$ cat src/pkg/sas_defs.svh
// Register offsets, field positions, reset values and timing counts for the converter sequencer
`ifndef SAS_DEFS_SVH
`define SAS_DEFS_SVH

// Register byte addresses
`define SAS_STATUS_CONTROL_OFS 12'h000
`define SAS_CONFIG_OFS 12'h004
`define SAS_PIN_ENABLE_OFS 12'h008
`define SAS_RESULT_HIGH_OFS 12'h00c
`define SAS_RESULT_LOW_OFS 12'h010
`define SAS_PRESCALE_OFS 12'h014

// Status and control fields
`define SAS_SC_CH_LSB 0
`define SAS_SC_CH_MSB 2
`define SAS_SC_REF_LSB 3
`define SAS_SC_REF_MSB 4
`define SAS_SC_IE_BIT 6
`define SAS_SC_CCF_BIT 7

// Config fields
`define SAS_CFG_PU_BIT 7

// Reset values
`define SAS_SC_RESET 8'h00
`define SAS_CFG_RESET 8'h00
`define SAS_PE_RESET 8'h00
`define SAS_PRESCALE_RESET 8'h00

// Sample window in conversion clock cycles
`define SAS_SAMPLE_CYCLES 5'd14
// Result width in bits and SAR bit steps
`define SAS_RESULT_BITS 10
`define SAS_SAR_STEPS 4'd10

`endif

$ cat src/pkg/sas_pkg.sv
// Types shared by the converter sequencer
package sas_pkg;

  // Sequencer states
  typedef enum logic [2:0] {
    SAS_OFF,
    SAS_IDLE,
    SAS_SAMPLE,
    SAS_CONVERT,
    SAS_STORE
  } sas_state_e;

  // Source being converted
  typedef enum logic [1:0] {
    SAS_SRC_PIN,
    SAS_SRC_REF_LOW,
    SAS_SRC_REF_HIGH
  } sas_src_e;

endpackage

$ cat src/sas_sequencer.sv
// Successive-approximation converter sequencer with APB register access
//
// Implementation choices: the register offsets and the APB register port.
`timescale 1ns/100ps
`include "sas_defs.svh"

// Operation
// - Status-control write starts fresh conversion
// - Config write aborts, starts nothing
// - Pin-enable write aborts, starts nothing
// - Status-control write mid-conversion restarts conversion
// - Start commands sampler and SAR accept
// - Sample end tells SAR to convert
// - Conversion ends at SAR done, or early on abort, restart or power-up clear
// - Reference conversions skip sampling phase
// - Select channel, copy SAR to result
// - Result register is dual ported
// - Sampling and conversion never overlap
// - Sampler clocks gated when not sampling
// - Sample window is 14 conversion clocks
// - Exactly one of eight channels routed
// - Result delivered raw, no conditioning
// - Power-up clear aborts, enters low power
// - Complete flag clears on status-control write or result read
// - Interrupt at end with result ready
module sas_sequencer
  import sas_pkg::*;
(
  input wire logic pclk,
  input wire logic presetn,
  input wire logic psel,
  input wire logic penable,
  input wire logic pwrite,
  input wire logic [11:0] paddr,
  input wire logic [31:0] pwdata,
  output logic [31:0] prdata,
  output logic pready,
  output logic pslverr,
  input wire logic comparator_in,
  output logic [7:0] channel_select,
  output logic sample_enable,
  output logic sample_clock_enable,
  output logic sar_accept,
  output logic sar_convert,
  output logic [1:0] sar_reference_select,
  output logic [9:0] sar_dac_code,
  output logic analog_power_up,
  output logic completion_irq
);

  logic [7:0] adc_status_control_reg;
  logic [7:0] adc_config_reg;
  logic [7:0] adc_pin_enable_reg;
  logic [7:0] prescale;
  logic conversion_complete_flag;
  logic [9:0] result;
  logic [9:0] sar;
  logic [3:0] bit_step;
  logic [4:0] sample_count;
  logic [7:0] div_count;
  logic conversion_clock;
  logic cmp_meta;
  logic cmp_sync;
  sas_state_e state;
  sas_src_e src;

  logic wr_access;
  logic rd_access;
  logic wr_sc;
  logic wr_abort;
  logic rd_result;
  logic done;
  logic converter_power_up;

  // Address match on a completed APB access
  function automatic logic hit(input logic [11:0] a, input logic [11:0] ofs);
    hit = (a == ofs);
  endfunction

  // Reference field to source kind
  function automatic sas_src_e ref_src(input logic [1:0] r);
    case (r)
      2'h1: ref_src = SAS_SRC_REF_LOW;
      2'h2: ref_src = SAS_SRC_REF_HIGH;
      default: ref_src = SAS_SRC_PIN;
    endcase
  endfunction

  // Zero-wait slave, every access completes in its access phase
  assign pready = 1'b1;
  assign wr_access = psel & penable & pwrite;
  assign rd_access = psel & penable & ~pwrite;
  assign wr_sc = wr_access & hit(paddr, `SAS_STATUS_CONTROL_OFS);
  assign wr_abort = wr_access & (hit(paddr, `SAS_CONFIG_OFS)
                    | hit(paddr, `SAS_PIN_ENABLE_OFS));
  assign rd_result = rd_access & (hit(paddr, `SAS_RESULT_HIGH_OFS)
                     | hit(paddr, `SAS_RESULT_LOW_OFS));
  assign converter_power_up = adc_config_reg[`SAS_CFG_PU_BIT];
  assign analog_power_up = converter_power_up;
  assign done = (state == SAS_CONVERT) && conversion_clock && (bit_step == 4'd0);

  // Unmapped addresses answer with an error
  always_comb begin
    pslverr = psel & penable & ~(hit(paddr, `SAS_STATUS_CONTROL_OFS)
              | hit(paddr, `SAS_CONFIG_OFS) | hit(paddr, `SAS_PIN_ENABLE_OFS)
              | hit(paddr, `SAS_RESULT_HIGH_OFS) | hit(paddr, `SAS_RESULT_LOW_OFS)
              | hit(paddr, `SAS_PRESCALE_OFS));
  end

  // Software-written registers
  always_ff @(posedge pclk or negedge presetn) begin
    if (!presetn) begin
      adc_status_control_reg <= `SAS_SC_RESET;
      adc_config_reg <= `SAS_CFG_RESET;
      adc_pin_enable_reg <= `SAS_PE_RESET;
      prescale <= `SAS_PRESCALE_RESET;
    end else if (wr_access) begin
      if (hit(paddr, `SAS_STATUS_CONTROL_OFS)) begin
        adc_status_control_reg <= {1'b0, pwdata[6:0]}; // Flag bit is read-only
      end
      if (hit(paddr, `SAS_CONFIG_OFS)) begin
        adc_config_reg <= pwdata[7:0];
      end
      if (hit(paddr, `SAS_PIN_ENABLE_OFS)) begin
        adc_pin_enable_reg <= pwdata[7:0];
      end
      if (hit(paddr, `SAS_PRESCALE_OFS)) begin
        prescale <= pwdata[7:0];
      end
    end
  end

  // Registered read data; reads sample the dual-ported result independently
  always_ff @(posedge pclk or negedge presetn) begin
    if (!presetn) begin
      prdata <= 32'h0;
    end else if (psel & ~penable & ~pwrite) begin
      prdata <= 32'h0;
      case (paddr)
        `SAS_STATUS_CONTROL_OFS: prdata[7:0] <= {conversion_complete_flag,
                                                 adc_status_control_reg[6:0]};
        `SAS_CONFIG_OFS: prdata[7:0] <= adc_config_reg;
        `SAS_PIN_ENABLE_OFS: prdata[7:0] <= adc_pin_enable_reg;
        `SAS_RESULT_HIGH_OFS: prdata[7:0] <= {6'h00, result[9:8]};
        `SAS_RESULT_LOW_OFS: prdata[7:0] <= result[7:0];
        `SAS_PRESCALE_OFS: prdata[7:0] <= prescale;
        default: prdata <= 32'h0;
      endcase
    end
  end

  // Conversion clock enable from the prescaler; stopped while powered down
  always_ff @(posedge pclk or negedge presetn) begin
    if (!presetn) begin
      div_count <= 8'h00;
      conversion_clock <= 1'b0;
    end else if (!converter_power_up) begin
      div_count <= 8'h00;
      conversion_clock <= 1'b0;
    end else if (wr_sc) begin
      // Restart phase on each start so the window is whole and the synced comparator settles
      div_count <= 8'h00;
      conversion_clock <= 1'b0;
    end else if (div_count >= prescale) begin
      div_count <= 8'h00;
      conversion_clock <= 1'b1;
    end else begin
      div_count <= div_count + 8'h01;
      conversion_clock <= 1'b0;
    end
  end

  // Comparator is analog, so it is synchronised first
  always_ff @(posedge pclk or negedge presetn) begin
    if (!presetn) begin
      cmp_meta <= 1'b0;
      cmp_sync <= 1'b0;
    end else begin
      cmp_meta <= comparator_in;
      cmp_sync <= cmp_meta;
    end
  end

  // Mode control state machine; power-down beats everything, other aborts beat everything but a restart
  always_ff @(posedge pclk or negedge presetn) begin
    if (!presetn) begin
      state <= SAS_OFF;
      src <= SAS_SRC_PIN;
      sample_count <= 5'd0;
      bit_step <= 4'd0;
      sar <= 10'h000;
    end else if (!converter_power_up) begin
      state <= SAS_OFF;
      sar <= 10'h000;
    end else if (wr_sc) begin
      // New conversion, abandoning any in flight
      src <= ref_src(pwdata[`SAS_SC_REF_MSB:`SAS_SC_REF_LSB]);
      sar <= 10'h200;
      bit_step <= `SAS_SAR_STEPS;
      sample_count <= 5'd0;
      if (ref_src(pwdata[`SAS_SC_REF_MSB:`SAS_SC_REF_LSB]) == SAS_SRC_PIN) begin
        state <= SAS_SAMPLE;
      end else begin
        state <= SAS_CONVERT;
      end
    end else if (wr_abort) begin
      state <= SAS_IDLE;
      sar <= 10'h000;
    end else begin
      case (state)
        SAS_OFF: begin
          state <= SAS_IDLE;
        end
        SAS_IDLE: begin
          state <= SAS_IDLE;
        end
        SAS_SAMPLE: begin
          if (conversion_clock) begin
            if (sample_count == `SAS_SAMPLE_CYCLES - 5'd1) begin
              state <= SAS_CONVERT;
            end
            sample_count <= sample_count + 5'd1;
          end
        end
        SAS_CONVERT: begin
          // One bit decided per conversion clock, MSB first
          if (conversion_clock && bit_step != 4'd0) begin
            bit_step <= bit_step - 4'd1;
            if (!cmp_sync) begin
              sar[bit_step - 4'd1] <= 1'b0;
            end
            if (bit_step > 4'd1) begin
              sar[bit_step - 4'd2] <= 1'b1;
            end
          end
          if (done) begin
            state <= SAS_STORE;
          end
        end
        SAS_STORE: begin
          state <= SAS_IDLE;
        end
        default: state <= SAS_IDLE;
      endcase
    end
  end

  // Result write port and completion flag; hardware set wins over a result-read clear, a status-control write wins over set
  always_ff @(posedge pclk or negedge presetn) begin
    if (!presetn) begin
      result <= 10'h000;
      conversion_complete_flag <= 1'b0;
    end else if (state == SAS_STORE && !wr_sc && !wr_abort && converter_power_up) begin
      result <= sar;
      conversion_complete_flag <= 1'b1;
    end else if (wr_sc || rd_result) begin
      conversion_complete_flag <= 1'b0;
    end
  end

  // Analog-side controls derived from state
  always_comb begin
    channel_select = 8'h00;
    if (src == SAS_SRC_PIN && (state == SAS_SAMPLE)) begin
      channel_select[adc_status_control_reg[`SAS_SC_CH_MSB:`SAS_SC_CH_LSB]] = 1'b1;
    end
  end
  assign sample_enable = (state == SAS_SAMPLE);
  assign sample_clock_enable = (state == SAS_SAMPLE) & conversion_clock;
  assign sar_accept = (state == SAS_SAMPLE);
  assign sar_convert = (state == SAS_CONVERT);
  assign sar_reference_select = src;
  assign sar_dac_code = sar;
  assign completion_irq = conversion_complete_flag
                          & adc_status_control_reg[`SAS_SC_IE_BIT];

endmodule

$ cat config.mk
export PLATFORM = sky130hd
export DESIGN_NAME = sas_sequencer
export DESIGN_NICKNAME = d
export VERILOG_FILES = /design/src/pkg/sas_pkg.sv /design/src/sas_sequencer.sv
export VERILOG_INCLUDE_DIRS = /design/src /design/src/pkg
export SDC_FILE = /design/constraint.sdc
export NUM_CORES = 1
export LEC_CHECK = 0
export BUFFER_PORTS_ARGS = -buffer_cell sky130_fd_sc_hd__buf_4
export CELL_PAD_IN_SITES_DETAIL_PLACEMENT = 0
export CELL_PAD_IN_SITES_GLOBAL_PLACEMENT = 1
export CORE_UTILIZATION = 39
export CTS_BUF_LIST = sky130_fd_sc_hd__clkbuf_8
export DETAILED_ROUTE_END_ITERATION = 7
export PLACE_DENSITY = 0.78
export SYNTH_ARGS = -nofsm -noshare
export SYNTH_HDL_FRONTEND = slang
export SYNTH_SLANG_ARGS = --single-unit
$ cat constraint.sdc
create_clock -name pclk -period 2.1 [get_ports pclk]
set_input_delay 0.42 -clock pclk [delete_from_list [all_inputs] [get_ports pclk]]
set_output_delay 0.42 -clock pclk [all_outputs]
set_load 0.03 [all_outputs]
==> impl_metrics.yaml <==
worst_setup_path:
  crit_chain: "nor3b_2 > buf_4 > nand3b_1 > buf_6 > nor2_1 > buf_4"
  cpMaxStageDelayCell: "dfrtp_2"
  start_kind: "flop"
  crit_buf_inv: 3
  slowest_delay_ns: 0.44
  cp_top_family: "buffers and inverters"
  cp.required_ns: 1.68
  worstPathArrival_ns: 1.76
  critPathMaxFanout: 4
  worstSetupEndpointType: "primary output"
  crit_top_cell: "buf_4"
  worst-setup-path-type: "reg2out"
logic_synthesis:
  synthFlopType: "dfrtp_1"
  synth_edf_count: 0
  syn_inst: 468
  ys.warnings.count: 0
  synth.top_cell.area_share: 0.443
  ys_seq_area_frac: 0.443
  ys_async_sr_fraction: 1.00
  yosysTopAreaCell: "dfrtp_1"
  ys_types: 59
  synth-seq-cells: 85
  synth.area.top_cells: "dfrtp_1, mux2_2, ha_1"
  syn_avg_cell_area_sq_um: 10.3
  synthesis.area_sq_mm: 0.00481
place:
  post-place-cells: 705
  numPortBuffers: 60
  dp_hpwl_um: 9330
  globalplace.congestion: 0.876
floorplanning:
  die_area_sq_mm: 0.0128
  ios: 110
  die_y_um: 113
  core_sq_mm: 0.0120
  initial_utilization: 0.400
  placementRows: 40
  die_w_um: 113
finish:
  antenna_cells: 0
  drive_above_1_share: 0.328
  stdcell_count: 727
  fillers: 1113
  finish.net_count: 646
  final_cell_mix: "buf_4, dfrtp_1, nand2_1"
  syn_to_final_growth_pct: 24.6
  mostFrequentLayoutCell: "buf_4"
timing:
  setup_ws_ns: -0.0780
  min_period_over_period: 1.04
  rsz0062_at_grt: "true"
  min_period_ns: 2.18
  setup_viol: 5
  whs_ns: -0.00302
  finalHoldViolCount: 6
  maxSlewViolCount: 0
  fin_skew_ns: 0.00924
  max_freq_mhz: 459
grt:
  grt_use_total: 0.200
  globalRoute.totalOverflow: 0
  grt_pass1_wl_um: 19800
  grt_max_degree: 53
  antenna_found_initial: 0
  grt_pass1_vias: 3768
flow_run:
  drv_cap: 0
clock_tree:
  clk_pin_slew_ns: 0.09
  clock-sinks: 85
  ctsHoldBuffers: 0
  numCtsBuffers: 9
  clock_latency_ns: 0.36
  cts_tree: "done"
  cts_buffer_depth: 2
  root_buffer: "clkbuf_8"
  cts-htree-levels: 3
drt:
  dr.pass1.iters: 4
  drtIter0Drc: 263
  routed_wl_um: 12300
  ant_nets: 0
  vias_per_cell: 5.37
  route.detailed.drc: 0
  vias: 3901
  wl_met2_um: 5950
  dr_wl_met3_um: 530
  drt-met1-wl_um: 5740
  highest_layer: "met4"
  wl_per_cell_um: 17.0
power:
  p_per_area_mw_per_mm2: 515
  vdd_drop_max_uv: 277
  totalPowerFinal_w: 0.00308
  leakage_nw: 2.93
outcome:
  violations: "hold timing, setup timing"
  outcome: "finished, violations left"
hold_path:
  hp-class: "in2async"
==> where the power goes <==
group | internal [W] | switching, W | total [W]
Sequential | 0.00164 | 0.00000105 | 0.00164
Combinational | 0.0000746 | 0.000167 | 0.000242
Clock | 0.000590 | 0.000613 | 0.00120
Total | 0.00230 | 0.000781 | 0.00308
==> layer usage <==
metal  up-vias  global-route usage
met3        10              0.0295
li1       1836                   -
met1      1958               0.284
met2        97               0.320
met5         -                   0
met4         0              0.0526
==> synthesized netlist by cell type (all sizes together) (6+ instances only) <==
cell     instances
nand3           18
o211ai           6
buf             30
nor3            10
nand2b           7
and2             8
inv             22
nand2           52
o21ai           18
a21oi            6
mux2i            9
nor2            34
a2bb2oi          6
a21o             6
dfrtp           85
clkbuf           9
nor4             6
xor2             6
mux2            34
xnor2            6
ha              21
==> worst reg2reg max path, cell delays in order, from the launching register on <==
cell and delay, ns:
dfrtp_1 0.43, inv_1 0.18, ha_1 0.26, inv_1 0.09, o211ai_1 0.33, a211oi_2 0.11, and3_1 0.24, a32o_1 0.22
==> metrics by stage <==
step / instance area, sq um / setup WS [ns] / hold WS [ns] / util / setup TNS (ns)
2_1_floorplan: 4920 / -0.298 / 0.124 / - / -6.24
3_3_place_gp: 5660 / -0.366 / 0.336 / 0.471 / -11.24
3_5_place_dp: 5660 / -0.389 / 0.337 / 0.471 / -12.47
4_1_cts: 5890 / 0.00281 / 0.00288 / 0.490 / 0
5_1_grt: 5990 / -0.121 / 0.0221 / 0.499 / -0.676
6_report: 5990 / -0.0780 / -0.00302 / 0.499 / -0.215
==> final timing paths <==
| check | endpoint | from | depth (start not counted) | slack [ns] |
|---|---|---|---|---|
| max | channel_select[6] | state[2] | 6 | -0.08 |
| min | adc_status_control_reg[1] | presetn | 1 | -0.003 |
| min in group pclk | cmp_meta | comparator_in | 1 | 0.16 |
| max in group asynchronous | conversion_clock | presetn | 2 | 1.48 |
| max reg2reg | sar_dac_code[2] | bit_step[1] | 7 | 0.14 |
| min reg2reg | cmp_sync | cmp_meta | 0 | 0.36 |
==> cell families after synthesis <==
family,after synthesis,synth area share
AO/OA/AOI/OAI,80,0.125
multiplexers,45,0.115
adder cells (fa/ha/maj),21,0.0547
XOR/XNOR,12,0.0219
other,2,0.00156
AND/OR/NAND/NOR,162,0.168
buffers and inverters,61,0.0716
flip-flops,85,0.443
==> final cells by class <==
| type | count | area, sq um | share of cell area |
|---|---|---|---|
| multi-input combinational | 346 | 2520 | 0.420 |
| sequential | 85 | 2130 | 0.356 |
| timing repair buffer | 111 | 870 | 0.145 |
| tap | 147 | 184 | 0.0307 |
| clock buffer | 10 | 138 | 0.0230 |
| inverter | 22 | 82.6 | 0.0138 |
| clock inverter | 6 | 70.1 | 0.0117 |
==> what timing repair did <==
action / CTS / global route
gates resized for setup: 4 / 15
setup endpoints to repair: 5 / 39
buffers inserted: 1 / 4
hold endpoints to repair: 0 / 0
pin swaps: 3 / 3
cloned: 0 / 1
Note: power is estimated with default switching activity, not from simulation.
